[config.mk]
export PLATFORM = sky130hd
export DESIGN_NAME = rcr_regs
export DESIGN_NICKNAME = d
export VERILOG_FILES = /design/src/verilog/rcr_pkg.sv /design/src/verilog/rcr_vout_calc.sv /design/src/verilog/rcr_regs.sv
export SDC_FILE = /design/constraint.sdc
export NUM_CORES = 1
export LEC_CHECK = 0
export BUFFER_PORTS_ARGS = -buffer_cell sky130_fd_sc_hd__buf_2
export CELL_PAD_IN_SITES_DETAIL_PLACEMENT = 1
export CELL_PAD_IN_SITES_GLOBAL_PLACEMENT = 2
export CORE_MARGIN = 1.5
export CORE_UTILIZATION = 43
export CTS_BUF_LIST = sky130_fd_sc_hd__clkbuf_4 sky130_fd_sc_hd__clkbuf_8
export CTS_CLUSTER_SIZE = 12
export DETAILED_ROUTE_END_ITERATION = 8
export PLACE_DENSITY_LB_ADDON = 0.1
export REMOVE_ABC_BUFFERS = 1
export SLEW_MARGIN = 5
export SYNTH_ARGS = -nofsm -noshare
export SYNTH_HDL_FRONTEND = slang
export SYNTH_SLANG_ARGS = --single-unit
[constraint.sdc]
create_clock -name core_clk -period 10.7 [get_ports core_clk]
set_input_delay 1.605 -clock core_clk [delete_from_list [all_inputs] [get_ports core_clk]]
set_output_delay 1.605 -clock core_clk [all_outputs]
set_load 0.005 [all_outputs]
[src/verilog/rcr_pkg.sv]
// Constants, register map and types for the regulator control registers.
// Assumes a single 25 MHz core clock and an I2C target front end.
package rcr_pkg;

   // ------------------------------------------------------------------
   // Register offsets
   // ------------------------------------------------------------------
   localparam logic [7:0] ADDR_SETPOINT    = 8'h00;
   localparam logic [7:0] ADDR_CTL_ONE     = 8'h01;
   localparam logic [7:0] ADDR_CTL_TWO     = 8'h02;
   localparam logic [7:0] ADDR_CTL_THREE   = 8'h03;
   localparam logic [7:0] ADDR_FAULT       = 8'h04;

   // ------------------------------------------------------------------
   // Field positions
   // ------------------------------------------------------------------
   localparam int BIT_DEV_RESET  = 7;
   localparam int BIT_SPREAD     = 6;
   localparam int BIT_SWITCH     = 5;
   localparam int BIT_FPWM       = 4;
   localparam int BIT_DISCH      = 3;
   localparam int BIT_HICCUP     = 2;
   localparam int RAMP_LSB       = 0;
   localparam int RANGE_LSB      = 2;
   localparam int FAULT_BITS     = 6;

   // ------------------------------------------------------------------
   // Reset values
   // ------------------------------------------------------------------
   localparam logic [7:0] CTL_ONE_RST   = 8'h2A;
   localparam logic [7:0] CTL_TWO_RST   = 8'h0A;
   localparam logic [7:0] CTL_THREE_RST = 8'h00;
   localparam logic [7:0] READ_EMPTY    = 8'h00;

   // ------------------------------------------------------------------
   // Voltage scaling, microvolts and microvolts per microsecond
   // ------------------------------------------------------------------
   localparam logic [20:0] BASE_UV        = 21'h061A80; // 0.4 V
   localparam logic [12:0] STEP_FINE_UV   = 13'h04E2;   // 1.25 mV
   localparam logic [12:0] STEP_MID_UV    = 13'h09C4;   // 2.5 mV
   localparam logic [12:0] STEP_COARSE_UV = 13'h1388;   // 5 mV
   localparam logic [1:0]  RANGE_FINE     = 2'h0;
   localparam logic [1:0]  RANGE_MID      = 2'h1;
   localparam logic [13:0] SLEW_FAST      = 14'h2710;   // 10 mV/us
   localparam logic [13:0] SLEW_MID       = 14'h1388;   // 5 mV/us
   localparam logic [13:0] SLEW_SLOW      = 14'h04E2;   // 1.25 mV/us
   localparam logic [13:0] SLEW_CRAWL     = 14'h01F4;   // 0.5 mV/us

   // ------------------------------------------------------------------
   // Timing counts in core clock cycles
   // ------------------------------------------------------------------
   localparam logic [2:0] PIN_SETTLE_CYC  = 3'h3;  // Two sync flops + 1
   localparam logic [2:0] RESTART_HOLD    = 3'h4;

   typedef enum logic [3:0] {
      S_IDLE, S_ADDR, S_ADDR_ACK, S_REG, S_REG_ACK,
      S_WDATA, S_WDATA_ACK, S_RDATA, S_RDATA_ACK, S_IGNORE
   } rcr_i2c_state_t;

endpackage

[src/verilog/rcr_vout_calc.sv]
// Converts setpoint code, range and ramp select into target voltage
// and slew rate. Assumes inputs come from flops on the same clock.
`timescale 1ns/100ps
module rcr_vout_calc
   import rcr_pkg::*;
(
   input  wire logic        core_clk,
   input  wire logic        rst_b,
   input  wire logic [7:0]  setpoint,
   input  wire logic [1:0]  range_sel,
   input  wire logic [1:0]  ramp_sel,
   output logic      [20:0] target_uv_q,
   output logic      [13:0] slew_q
);

   // ------------------------------------------------------------------
   // Step size per range
   // ------------------------------------------------------------------
   function automatic logic [12:0] step_of(input logic [1:0] r);
      unique case (r)
         RANGE_FINE: step_of = STEP_FINE_UV;
         RANGE_MID:  step_of = STEP_MID_UV;
         default:    step_of = STEP_COARSE_UV; // Both upper codes coarse
      endcase
   endfunction

   logic [20:0] target_uv_d;
   logic [13:0] slew_d;

   // Setpoint arithmetic and ramp decode
   always_comb
   begin
      target_uv_d = BASE_UV + 21'(setpoint) * 21'(step_of(range_sel));
      unique case (ramp_sel)
         2'h0:    slew_d = SLEW_FAST;
         2'h1:    slew_d = SLEW_MID;
         2'h2:    slew_d = SLEW_SLOW;
         default: slew_d = SLEW_CRAWL;
      endcase
   end

   // Registered so the outputs of the top come from flops
   always_ff @(posedge core_clk or negedge rst_b)
   begin
      if (!rst_b)
      begin
         target_uv_q <= BASE_UV;
         slew_q      <= SLEW_SLOW;
      end
      else
      begin
         target_uv_q <= target_uv_d;
         slew_q      <= slew_d;
      end
   end

   a_target_calc : assert property (@(posedge core_clk) disable iff (!rst_b)
      ##1 target_uv_q == BASE_UV + 21'($past(setpoint))
          * 21'(step_of($past(range_sel))))
      else $error("target voltage does not follow setpoint and range");

   a_slew_slowest : assert property (@(posedge core_clk) disable iff (!rst_b)
      (ramp_sel == 2'h3) |=> (slew_q == SLEW_CRAWL))
      else $error("ramp code 3 did not give the slowest slew");

endmodule

[src/verilog/rcr_regs.sv]
// Register bank of a step-down regulator behind an I2C target port.
// Assumes SCL/SDA and the strap pins are asynchronous; fault events
// come from logic on core_clk. SDA is open drain, resolved outside.
//
// How it works
// - Five byte registers at offsets 0 to 4
// - Target is 0.4 V plus code times step
// - Setpoint loaded from sampled voltage-select pin
// - Device reset restarts, resamples strap, defaults
// - Device-reset bit always reads zero
// - Bit 6 enables spread spectrum, resets zero
// - Bit 5 gates switching, resets one
// - Bit 4 or mode pin forces PWM
// - Bit 3 enables output discharge, resets one
// - Bit 2 enables hiccup; keep clear stacked
// - Bits 1-0 pick the output slew rate
// - Control one resets to 2Ah
// - Range field picks 1.25, 2.5, 5 mV
// - Data byte commits at falling ACK edge
// - Unmapped offsets read back as 00h
`timescale 1ns/100ps
module rcr_regs
   import rcr_pkg::*;
#(
   parameter logic [6:0] DEV_ADDR      = 7'h3C,  // Arbitrary value
   parameter logic [7:0] VOLTAGE_SELECT_PIN_LOW_CODE = 8'h00,
   parameter logic [7:0] VOLTAGE_SELECT_PIN_HIGH_CODE = 8'h50,
   parameter logic [7:0] SYNC_HOLD_CYC = 8'h40
)
(
   input  wire logic                  core_clk,
   input  wire logic                  rst_b,
   input  wire logic                  scl_pin,
   input  wire logic                  sda_pin_in,
   output logic                       sda_pin_out,
   output logic                       sda_pin_oe_b,
   input  wire logic                  voltage_select_pin,
   input  wire logic                  mode_sync_pin,
   input  wire logic [FAULT_BITS-1:0] fault_event,
   output logic      [7:0]            output_setpoint,
   output logic                       spread_spectrum_on,
   output logic                       switching_on,
   output logic                       forced_pwm_on,
   output logic                       output_discharge_on,
   output logic                       hiccup_on,
   output logic      [1:0]            ramp_rate_select,
   output logic      [1:0]            voltage_range_select,
   output logic      [7:0]            control_three,
   output logic                       power_down,
   output logic                       restart_pulse,
   output logic      [20:0]           target_uv,
   output logic      [13:0]           slew_uv_per_us
);

   // ------------------------------------------------------------------
   // Pin synchronisers; edges use stage two and three only
   // ------------------------------------------------------------------
   logic scl_s1, scl_s2, scl_s3, sda_s1, sda_s2, sda_s3;
   logic voltage_select_pin_s1, voltage_select_pin_s2, mode_s1, mode_s2, mode_s3;

   always_ff @(posedge core_clk or negedge rst_b)
   begin
      if (!rst_b)
      begin
         {scl_s1, scl_s2, scl_s3} <= 3'h7;
         {sda_s1, sda_s2, sda_s3} <= 3'h7;
         {voltage_select_pin_s1, voltage_select_pin_s2}       <= 2'h0;
         {mode_s1, mode_s2, mode_s3} <= 3'h0;
      end
      else
      begin
         {scl_s1, scl_s2, scl_s3} <= {scl_pin, scl_s1, scl_s2};
         {sda_s1, sda_s2, sda_s3} <= {sda_pin_in, sda_s1, sda_s2};
         {voltage_select_pin_s1, voltage_select_pin_s2}       <= {voltage_select_pin, voltage_select_pin_s1};
         {mode_s1, mode_s2, mode_s3} <= {mode_sync_pin, mode_s1, mode_s2};
      end
   end

   logic scl_rise, scl_fall, bus_start, bus_stop;
   assign scl_rise  = scl_s2 & ~scl_s3;
   assign scl_fall  = ~scl_s2 & scl_s3;
   assign bus_start = scl_s2 & scl_s3 & sda_s3 & ~sda_s2;
   assign bus_stop  = scl_s2 & scl_s3 & ~sda_s3 & sda_s2;

   // ------------------------------------------------------------------
   // Register state
   // ------------------------------------------------------------------
   logic [7:0] setpoint_q, setpoint_d, ctl_two_q, ctl_two_d;
   logic [7:0] ctl_three_q, ctl_three_d;
   logic [6:0] ctl_one_q, ctl_one_d;    // Reset bit is never stored
   logic [FAULT_BITS-1:0] fault_q, fault_d;
   logic [2:0] settle_q, settle_d, hold_q, hold_d;
   logic [7:0] sync_cnt_q, sync_cnt_d;
   logic       switch_q, switch_d, fpwm_q, fpwm_d, restart_q, restart_d;
   logic       wr_commit, rd_fault;

   // Read data; bit 7 of control one and unmapped offsets read zero
   function automatic logic [7:0] read_mux(input logic [7:0] a);
      unique case (a)
         ADDR_SETPOINT:  read_mux = setpoint_q;
         ADDR_CTL_ONE:   read_mux = {1'b0, ctl_one_q};
         ADDR_CTL_TWO:   read_mux = ctl_two_q;
         ADDR_CTL_THREE: read_mux = ctl_three_q;
         ADDR_FAULT:     read_mux = {2'h0, fault_q};
         default:        read_mux = READ_EMPTY;
      endcase
   endfunction

   // ------------------------------------------------------------------
   // I2C target engine
   // ------------------------------------------------------------------
   rcr_i2c_state_t state_q, state_d;
   logic [3:0] cnt_q, cnt_d;
   logic [7:0] shreg_q, shreg_d, tx_q, tx_d, ptr_q, ptr_d;
   logic       rw_q, rw_d, oe_b_q, oe_b_d, nack_q, nack_d;
   logic [7:0] rd_byte;                 // Byte loaded for a read

   // Bits sample on SCL rise, SDA changes only after SCL fall
   always_comb
   begin
      state_d = state_q;
      cnt_d   = cnt_q;
      shreg_d = shreg_q;
      tx_d    = tx_q;
      ptr_d   = ptr_q;
      rw_d    = rw_q;
      oe_b_d  = oe_b_q;
      nack_d  = nack_q;
      wr_commit = 1'b0;
      rd_fault  = 1'b0;
      rd_byte   = 8'h00;
      if (bus_stop)
      begin
         state_d = S_IDLE;
         oe_b_d  = 1'b1;
      end
      else if (bus_start)
      begin
         state_d = S_ADDR;      // Also covers repeated start
         cnt_d   = 4'h0;
         oe_b_d  = 1'b1;
      end
      else if (scl_rise)
      begin
         if (state_q == S_ADDR || state_q == S_REG || state_q == S_WDATA)
         begin
            shreg_d = {shreg_q[6:0], sda_s2};
            cnt_d   = cnt_q + 4'h1;
         end
         else if (state_q == S_RDATA_ACK)
            nack_d = sda_s2;
      end
      else if (scl_fall)
      begin
         unique case (state_q)
            S_ADDR, S_REG, S_WDATA:
               if (cnt_q == 4'h8)
               begin
                  if (state_q == S_ADDR && shreg_q[7:1] != DEV_ADDR)
                     state_d = S_IGNORE;
                  else
                  begin
                     oe_b_d  = 1'b0;   // Acknowledge the byte
                     state_d = (state_q == S_ADDR) ? S_ADDR_ACK :
                               (state_q == S_REG)  ? S_REG_ACK  :
                                                     S_WDATA_ACK;
                     if (state_q == S_ADDR)
                        rw_d = shreg_q[0];
                     if (state_q == S_REG)
                        ptr_d = shreg_q;
                  end
               end
            S_ADDR_ACK, S_RDATA_ACK:
               if (state_q == S_RDATA_ACK && nack_q)
               begin
                  oe_b_d  = 1'b1;
                  state_d = S_IGNORE;
               end
               else if (state_q == S_ADDR_ACK && !rw_q)
               begin
                  oe_b_d  = 1'b1;
                  cnt_d   = 4'h0;
                  state_d = S_REG;
               end
               else
               begin
                  // A burst moves on to the next offset before loading
                  if (state_q == S_RDATA_ACK)
                     ptr_d = ptr_q + 8'h01;
                  rd_byte  = read_mux(ptr_d);
                  oe_b_d   = rd_byte[7];         // Low level drives SDA
                  tx_d     = {rd_byte[6:0], 1'b0};
                  rd_fault = (ptr_d == ADDR_FAULT);
                  cnt_d    = 4'h1;
                  state_d  = S_RDATA;
               end
            S_REG_ACK, S_WDATA_ACK:
            begin
               oe_b_d  = 1'b1;
               cnt_d   = 4'h0;
               state_d = S_WDATA;
               if (state_q == S_WDATA_ACK)
               begin
                  wr_commit = 1'b1;
                  ptr_d     = ptr_q + 8'h01;
               end
            end
            S_RDATA:
               if (cnt_q == 4'h8)
               begin
                  oe_b_d  = 1'b1;               // Controller acks now
                  state_d = S_RDATA_ACK;
               end
               else
               begin
                  oe_b_d = tx_q[7];
                  tx_d   = {tx_q[6:0], 1'b0};
                  cnt_d  = cnt_q + 4'h1;
               end
            S_IDLE, S_IGNORE: ;
         endcase
      end
   end

   always_ff @(posedge core_clk or negedge rst_b)
   begin
      if (!rst_b)
      begin
         state_q <= S_IDLE;
         cnt_q   <= 4'h0;
         shreg_q <= 8'h00;
         tx_q    <= 8'h00;
         ptr_q   <= 8'h00;
         rw_q    <= 1'b0;
         oe_b_q  <= 1'b1;
         nack_q  <= 1'b1;
      end
      else
      begin
         state_q <= state_d;
         cnt_q   <= cnt_d;
         shreg_q <= shreg_d;
         tx_q    <= tx_d;
         ptr_q   <= ptr_d;
         rw_q    <= rw_d;
         oe_b_q  <= oe_b_d;
         nack_q  <= nack_d;
      end
   end

   // ------------------------------------------------------------------
   // Register updates, device reset and pin-derived outputs
   // ------------------------------------------------------------------
   // Unlisted offsets simply drop writes; controller keeps off them
   always_comb
   begin
      setpoint_d  = setpoint_q;
      ctl_one_d   = ctl_one_q;
      ctl_two_d   = ctl_two_q;
      ctl_three_d = ctl_three_q;
      settle_d    = (settle_q != 3'h0) ? settle_q - 3'h1 : 3'h0;
      hold_d      = (hold_q != 3'h0) ? hold_q - 3'h1 : 3'h0;
      restart_d   = 1'b0;
      // Status flags: a new event wins over a clear by read
      fault_d = (fault_q & {FAULT_BITS{~rd_fault}}) | fault_event;
      if (wr_commit)
      begin
         unique case (ptr_q)
            ADDR_SETPOINT:  setpoint_d  = shreg_q;
            ADDR_CTL_ONE:   ctl_one_d   = shreg_q[6:0];
            ADDR_CTL_TWO:   ctl_two_d   = shreg_q;
            ADDR_CTL_THREE: ctl_three_d = shreg_q;
            default: ;
         endcase
         if (ptr_q == ADDR_CTL_ONE && shreg_q[BIT_DEV_RESET])
         begin
            ctl_one_d   = CTL_ONE_RST[6:0];
            ctl_two_d   = CTL_TWO_RST;
            ctl_three_d = CTL_THREE_RST;
            fault_d     = fault_event;
            settle_d    = PIN_SETTLE_CYC;
            hold_d      = RESTART_HOLD;
            restart_d   = 1'b1;
         end
      end
      if (settle_q == 3'h1)
         setpoint_d = voltage_select_pin_s2 ? VOLTAGE_SELECT_PIN_HIGH_CODE : VOLTAGE_SELECT_PIN_LOW_CODE;
      sync_cnt_d = (mode_s2 ^ mode_s3) ? SYNC_HOLD_CYC :
                   (sync_cnt_q != 8'h00) ? sync_cnt_q - 8'h01 : 8'h00;
      switch_d = ctl_one_d[BIT_SWITCH] & (hold_d == 3'h0);
      fpwm_d   = ctl_one_d[BIT_FPWM] | mode_s2
                 | (sync_cnt_d != 8'h00);
   end

   // Power-up resamples the strap the same way a device reset does
   always_ff @(posedge core_clk or negedge rst_b)
   begin
      if (!rst_b)
      begin
         setpoint_q  <= 8'h00;
         ctl_one_q   <= CTL_ONE_RST[6:0];
         ctl_two_q   <= CTL_TWO_RST;
         ctl_three_q <= CTL_THREE_RST;
         fault_q     <= '0;
         settle_q    <= PIN_SETTLE_CYC;
         hold_q      <= RESTART_HOLD;
         sync_cnt_q  <= 8'h00;
         switch_q    <= 1'b0;
         fpwm_q      <= 1'b0;
         restart_q   <= 1'b0;
      end
      else
      begin
         setpoint_q  <= setpoint_d;
         ctl_one_q   <= ctl_one_d;
         ctl_two_q   <= ctl_two_d;
         ctl_three_q <= ctl_three_d;
         fault_q     <= fault_d;
         settle_q    <= settle_d;
         hold_q      <= hold_d;
         sync_cnt_q  <= sync_cnt_d;
         switch_q    <= switch_d;
         fpwm_q      <= fpwm_d;
         restart_q   <= restart_d;
      end
   end

   assign sda_pin_out          = 1'b0;      // Constant, open drain
   assign sda_pin_oe_b         = oe_b_q;
   assign output_setpoint      = setpoint_q;
   assign spread_spectrum_on   = ctl_one_q[BIT_SPREAD];
   assign switching_on         = switch_q;
   assign forced_pwm_on        = fpwm_q;
   assign output_discharge_on  = ctl_one_q[BIT_DISCH];
   assign hiccup_on            = ctl_one_q[BIT_HICCUP];
   assign ramp_rate_select     = ctl_one_q[RAMP_LSB +: 2];
   assign voltage_range_select = ctl_two_q[RANGE_LSB +: 2];
   assign control_three        = ctl_three_q;
   assign power_down           = (hold_q != 3'h0);
   assign restart_pulse        = restart_q;

   rcr_vout_calc u_vout (
      .core_clk    (core_clk),
      .rst_b       (rst_b),
      .setpoint    (setpoint_q),
      .range_sel   (ctl_two_q[RANGE_LSB +: 2]),
      .ramp_sel    (ctl_one_q[RAMP_LSB +: 2]),
      .target_uv_q (target_uv),
      .slew_q      (slew_uv_per_us)
   );

   // ------------------------------------------------------------------
   // Checks
   // ------------------------------------------------------------------
   a_commit_at_ack : assert property (@(posedge core_clk) disable iff (!rst_b)
      wr_commit |-> (state_q == S_WDATA_ACK && scl_fall))
      else $error("write committed outside the falling ACK edge");

   a_write_lands : assert property (@(posedge core_clk) disable iff (!rst_b)
      (wr_commit && ptr_q == ADDR_CTL_THREE) |=> control_three == $past(shreg_q))
      else $error("control three write did not land");

   a_reset_reads_zero : assert property (@(posedge core_clk) disable iff (!rst_b)
      (state_q == S_ADDR_ACK && scl_fall && rw_q && ptr_q == ADDR_CTL_ONE
       && !bus_start && !bus_stop) |=> !sda_pin_oe_b)
      else $error("device reset bit did not read as zero");

   a_unmapped_zero : assert property (@(posedge core_clk) disable iff (!rst_b)
      (state_q == S_ADDR_ACK && scl_fall && rw_q && ptr_q > ADDR_FAULT
       && !bus_start && !bus_stop) |=> (!sda_pin_oe_b && tx_q == 8'h00))
      else $error("unmapped offset did not read 00h");

   a_restart_defaults : assert property (@(posedge core_clk) disable iff (!rst_b)
      restart_pulse |-> (ctl_one_q == CTL_ONE_RST[6:0]
                         && ctl_two_q == CTL_TWO_RST && power_down))
      else $error("device reset did not restore defaults");

   a_restart_once : assert property (@(posedge core_clk) disable iff (!rst_b)
      restart_pulse |=> !restart_pulse ##1 (settle_q == 3'h1))
      else $error("device reset pulse not single or no resample");

   a_strap_load : assert property (@(posedge core_clk) disable iff (!rst_b)
      (settle_q == 3'h1) |=>
         output_setpoint == ($past(voltage_select_pin_s2) ? VOLTAGE_SELECT_PIN_HIGH_CODE : VOLTAGE_SELECT_PIN_LOW_CODE))
      else $error("setpoint not loaded from voltage-select pin");

   a_pin_forces_pwm : assert property (@(posedge core_clk) disable iff (!rst_b)
      mode_s2 |=> forced_pwm_on)
      else $error("mode pin high did not force PWM");

   a_switch_gate : assert property (@(posedge core_clk) disable iff (!rst_b)
      switching_on |-> (ctl_one_q[BIT_SWITCH] && !power_down))
      else $error("switching on while disabled");

endmodule

==> metrics.txt <==
Worst Path Max Fanout 26; first-pass GRT wire length between 30 and 40 mm; initial core utilization 0.436; CTS Hold Bufs 0; Pwr Density ~110 nW/um2; Final WS setup around 5.5 ns; fin crit share 0.483; Sw Pwr around 0.34 mW; critical-path cell list nand2b_1, nor2_1, inv_1, ha_1, ha_1, inv_1, fa_1, inv_1, fa_1, inv_1, fa_1, inv_1, ha_1, o21ai_0, a21boi_1, o2111ai_1, a2111o_1, nand3_1; DRT Wirelength between 20 and 25 mm; per-cell routed wire length 18.6 um; layout cells sized above 1 0.172; CP required about 11 ns; post-cts resize count 0; Setup crit start kind register; gr usage total 0.229; initial antenna violation count 0; fmax around 190 MHz; dominant synthesized flop cell dfrtp_1; ys async rst share 1.00; drt first pass iters 4; delay-heaviest family, CP adder cells; maximum buffer depth of the clock tree 2; Post-synth EDFFs 0; Die Wd 149 um; Worst EP arrival 5.56 ns; Die Area 22100 um2; antenna cells 0; via count ~6800; Detailed Route Iter0 Violations 310; peak supply drop around 76 uV; Combinational Power Share 0.087; Non-Filler Instances 1279; most frequent cells in the layout 136 x inv_1, 103 x dfrtp_1, 76 x nand2_1, 70 x buf_2, 69 x ha_1; Crit path top cell by count inv_1; sequential cell area fraction in the yosys report 0.357; CTS clk-pin slew, worst paths 0.09 ns; Final #Nets 1125; final core occ 0.481; Post-DP HPWL 18.1 mm; P&R area growth vs syn 10.2%; Fin Clk Skew ~0.021 ns; Die Y about 150 um; RSZ-0062 raised after global routing no; Top Ports 76; internal power approximately 0.72 mW; Rows 53; H-tree levels 4; cts bufs inserted 17; count of cell types in the netlist a little over 80; Setup CP Type reg -> reg; status complete, no violations; max-slew violations 0; Buffers on Ports 71; leak pwr slightly below 5 nW; post-synthesis average cell area between 9 and 10 um2; Root Driver clkbuf_8; FF-to-FF setup slack ~5.5 ns; post-CTS setup buffers 0; Design Power ~1.1 mW; Max Cap Viol 0; post-place setup slack ~5.5 ns; Setup crit end kind register; grt total ovfl 0; min Tclk post-route 5.17 ns; Slowest-stage cell, CP dfstp_2; post-synthesis register bit count approximately 130; Fin Setup TNS 0 ns; vias in the first global route 7171; Slew headroom 0.328; switching share of power 0.320; WP buf/inv 5; Reg power frac 0.499; # setup viols final 0; cell area after synthesis 9140 um2; final hold vios 0; clk sinks 129; largest net degree at the start of global routing between 80 and 90; Worst path max stage delay roughly 0.81 ns; Clk pwr share 0.414; Syn. warnings 0; commonest non-fill, non-tap cell in the layout inv_1; Mapped Cells just over 900; Clock Latency Late Sink between 0.4 and 0.5 ns; DRC viols 0; CTS tree yes; Detail Route Antenna Nets 0; placed cells 1247; worst-margin pin slew roughly 1.0 ns; RD Place Congestion around 0.87; Vias/cell roughly 5.4; core area between 20000 and 25000 um2; hold crit path type reg -> reg
[stage by stage]
stage	hold slack [ns]	cell area, um2
after detailed placement	0.347	9660
after floorplan	0.331	8930
after CTS	0.361	10100
after global placement	0.343	9660
after global routing	0.365	10100
final	0.361	10100
[routing by layer]
layer	up-vias	share of wire	global-route usage
met5	-	0	0
met4	0	0.014	0.0599
met3	22	0.035	0.0355
met2	122	0.49	0.380
met1	3434	0.46	0.312
li1	3268	-	-
[kinds of logic (layout without fill, tap and decap cells)]
kind of cell | Yosys count | count (layout) | synth area share
AO/OA/AOI/OAI | 195 | 195 | 0.151
other | 1 | 4 | 0.000410
buffers and inverters | 176 | 242 | 0.0799
flip-flops | 129 | 129 | 0.357
adder cells (fa/ha/maj) | 122 | 122 | 0.211
multiplexers | 15 | 15 | 0.0181
XOR/XNOR | 23 | 23 | 0.0229
AND/OR/NAND/NOR | 274 | 274 | 0.160
[area by class of cell]
type                            count  area, um2
Tap cell                          275        344
Clock buffer                       17        234
Clock inverter                     15        180
Timing Repair Buffer               73        377
Fill cell                        2402      10900
Sequential cell                   129       3260
Inverter                          137        514
Multi-Input combinational cell    633       5160
[cell usage after synthesis (all sizes together) (6+ instances only)]
| cell type | count | area [um2] |
|---|---|---|
| or2 | 10 | 62.6 |
| and2 | 17 | 106 |
| mux2 | 12 | 135 |
| buf | 23 | 156 |
| a221oi | 7 | 67.6 |
| a22oi | 9 | 67.6 |
| nor3 | 25 | 125 |
| o21a | 11 | 82.6 |
| nor4 | 7 | 95.1 |
| xnor2 | 15 | 139 |
| a21oi | 42 | 214 |
| clkbuf | 16 | 60.1 |
| a31oi | 11 | 68.8 |
| and3 | 8 | 50.1 |
| nor2 | 56 | 210 |
| nand4 | 9 | 56.3 |
| nand2b | 13 | 81.3 |
| dfrtp | 103 | 2580 |
| a21o | 8 | 60.1 |
| nand3 | 11 | 55.1 |
| nor2b | 15 | 93.8 |
| ha | 69 | 863 |
| inv | 137 | 514 |
| fa | 53 | 1060 |
| o211ai | 6 | 45.0 |
| o21ai | 46 | 234 |
| xor2 | 8 | 70.1 |
| or3 | 6 | 42.5 |
| dfstp | 26 | 683 |
| a211oi | 7 | 82.6 |
| a22o | 15 | 131 |
| nand2 | 76 | 285 |
[state kept, by name, summed over array words and instances (netlist names), 3 cells and up]
| register | flops |
|---|---|
| settle_q | 3 |
| shreg_q | 8 |
| sync_cnt_q | 8 |
| ctl_two_q | 8 |
| control_three | 8 |
| u_vout.target_uv_q | 20 |
| hold_q | 3 |
| fault_q | 6 |
| state_q | 4 |
| output_setpoint | 8 |
| cnt_q | 4 |
| tx_q | 7 |
| u_vout.slew_q | 10 |
| ctl_one_q | 7 |
| ptr_q | 8 |
[power by group through the flow]
stage | Clock [mW] | Sequential, mW | Combinational (mW)
after global placement | 0 | 0.541 | 0.0937
after floorplan | 0 | 0.532 | 0.0665
after global routing | 0.475 | 0.535 | 0.108
final | 0.441 | 0.532 | 0.0930
after CTS | 0.453 | 0.532 | 0.0957
after detailed placement | 0 | 0.541 | 0.0955
[worst paths after layout]
path / from / endpoint / depth (start not counted)
hold / removal: scl_s1 / scl_s2 / 0
min in group asynchronous: rst_b / voltage_select_pin_s2 / 1
setup / recovery: ctl_two_q[3] / u_vout.target_uv_q[17] / 18
setup reg to reg: ctl_two_q[3] / u_vout.target_uv_q[17] / 18
hold reg to reg: scl_s1 / scl_s2 / 0
max in group asynchronous: rst_b / hold_q[1] / 2
[worst register-to-register path, delay by kind of cell (launching register included)]
family	cells	cell delay [ns]
adders and majority gates	6	2.35
DFF	1	0.81
buffers and inverters	5	0.32
and+or+nand+nor	3	0.40
AOI/OAI and AO/OA	4	1.25
(Power assumes the default switching activity.)
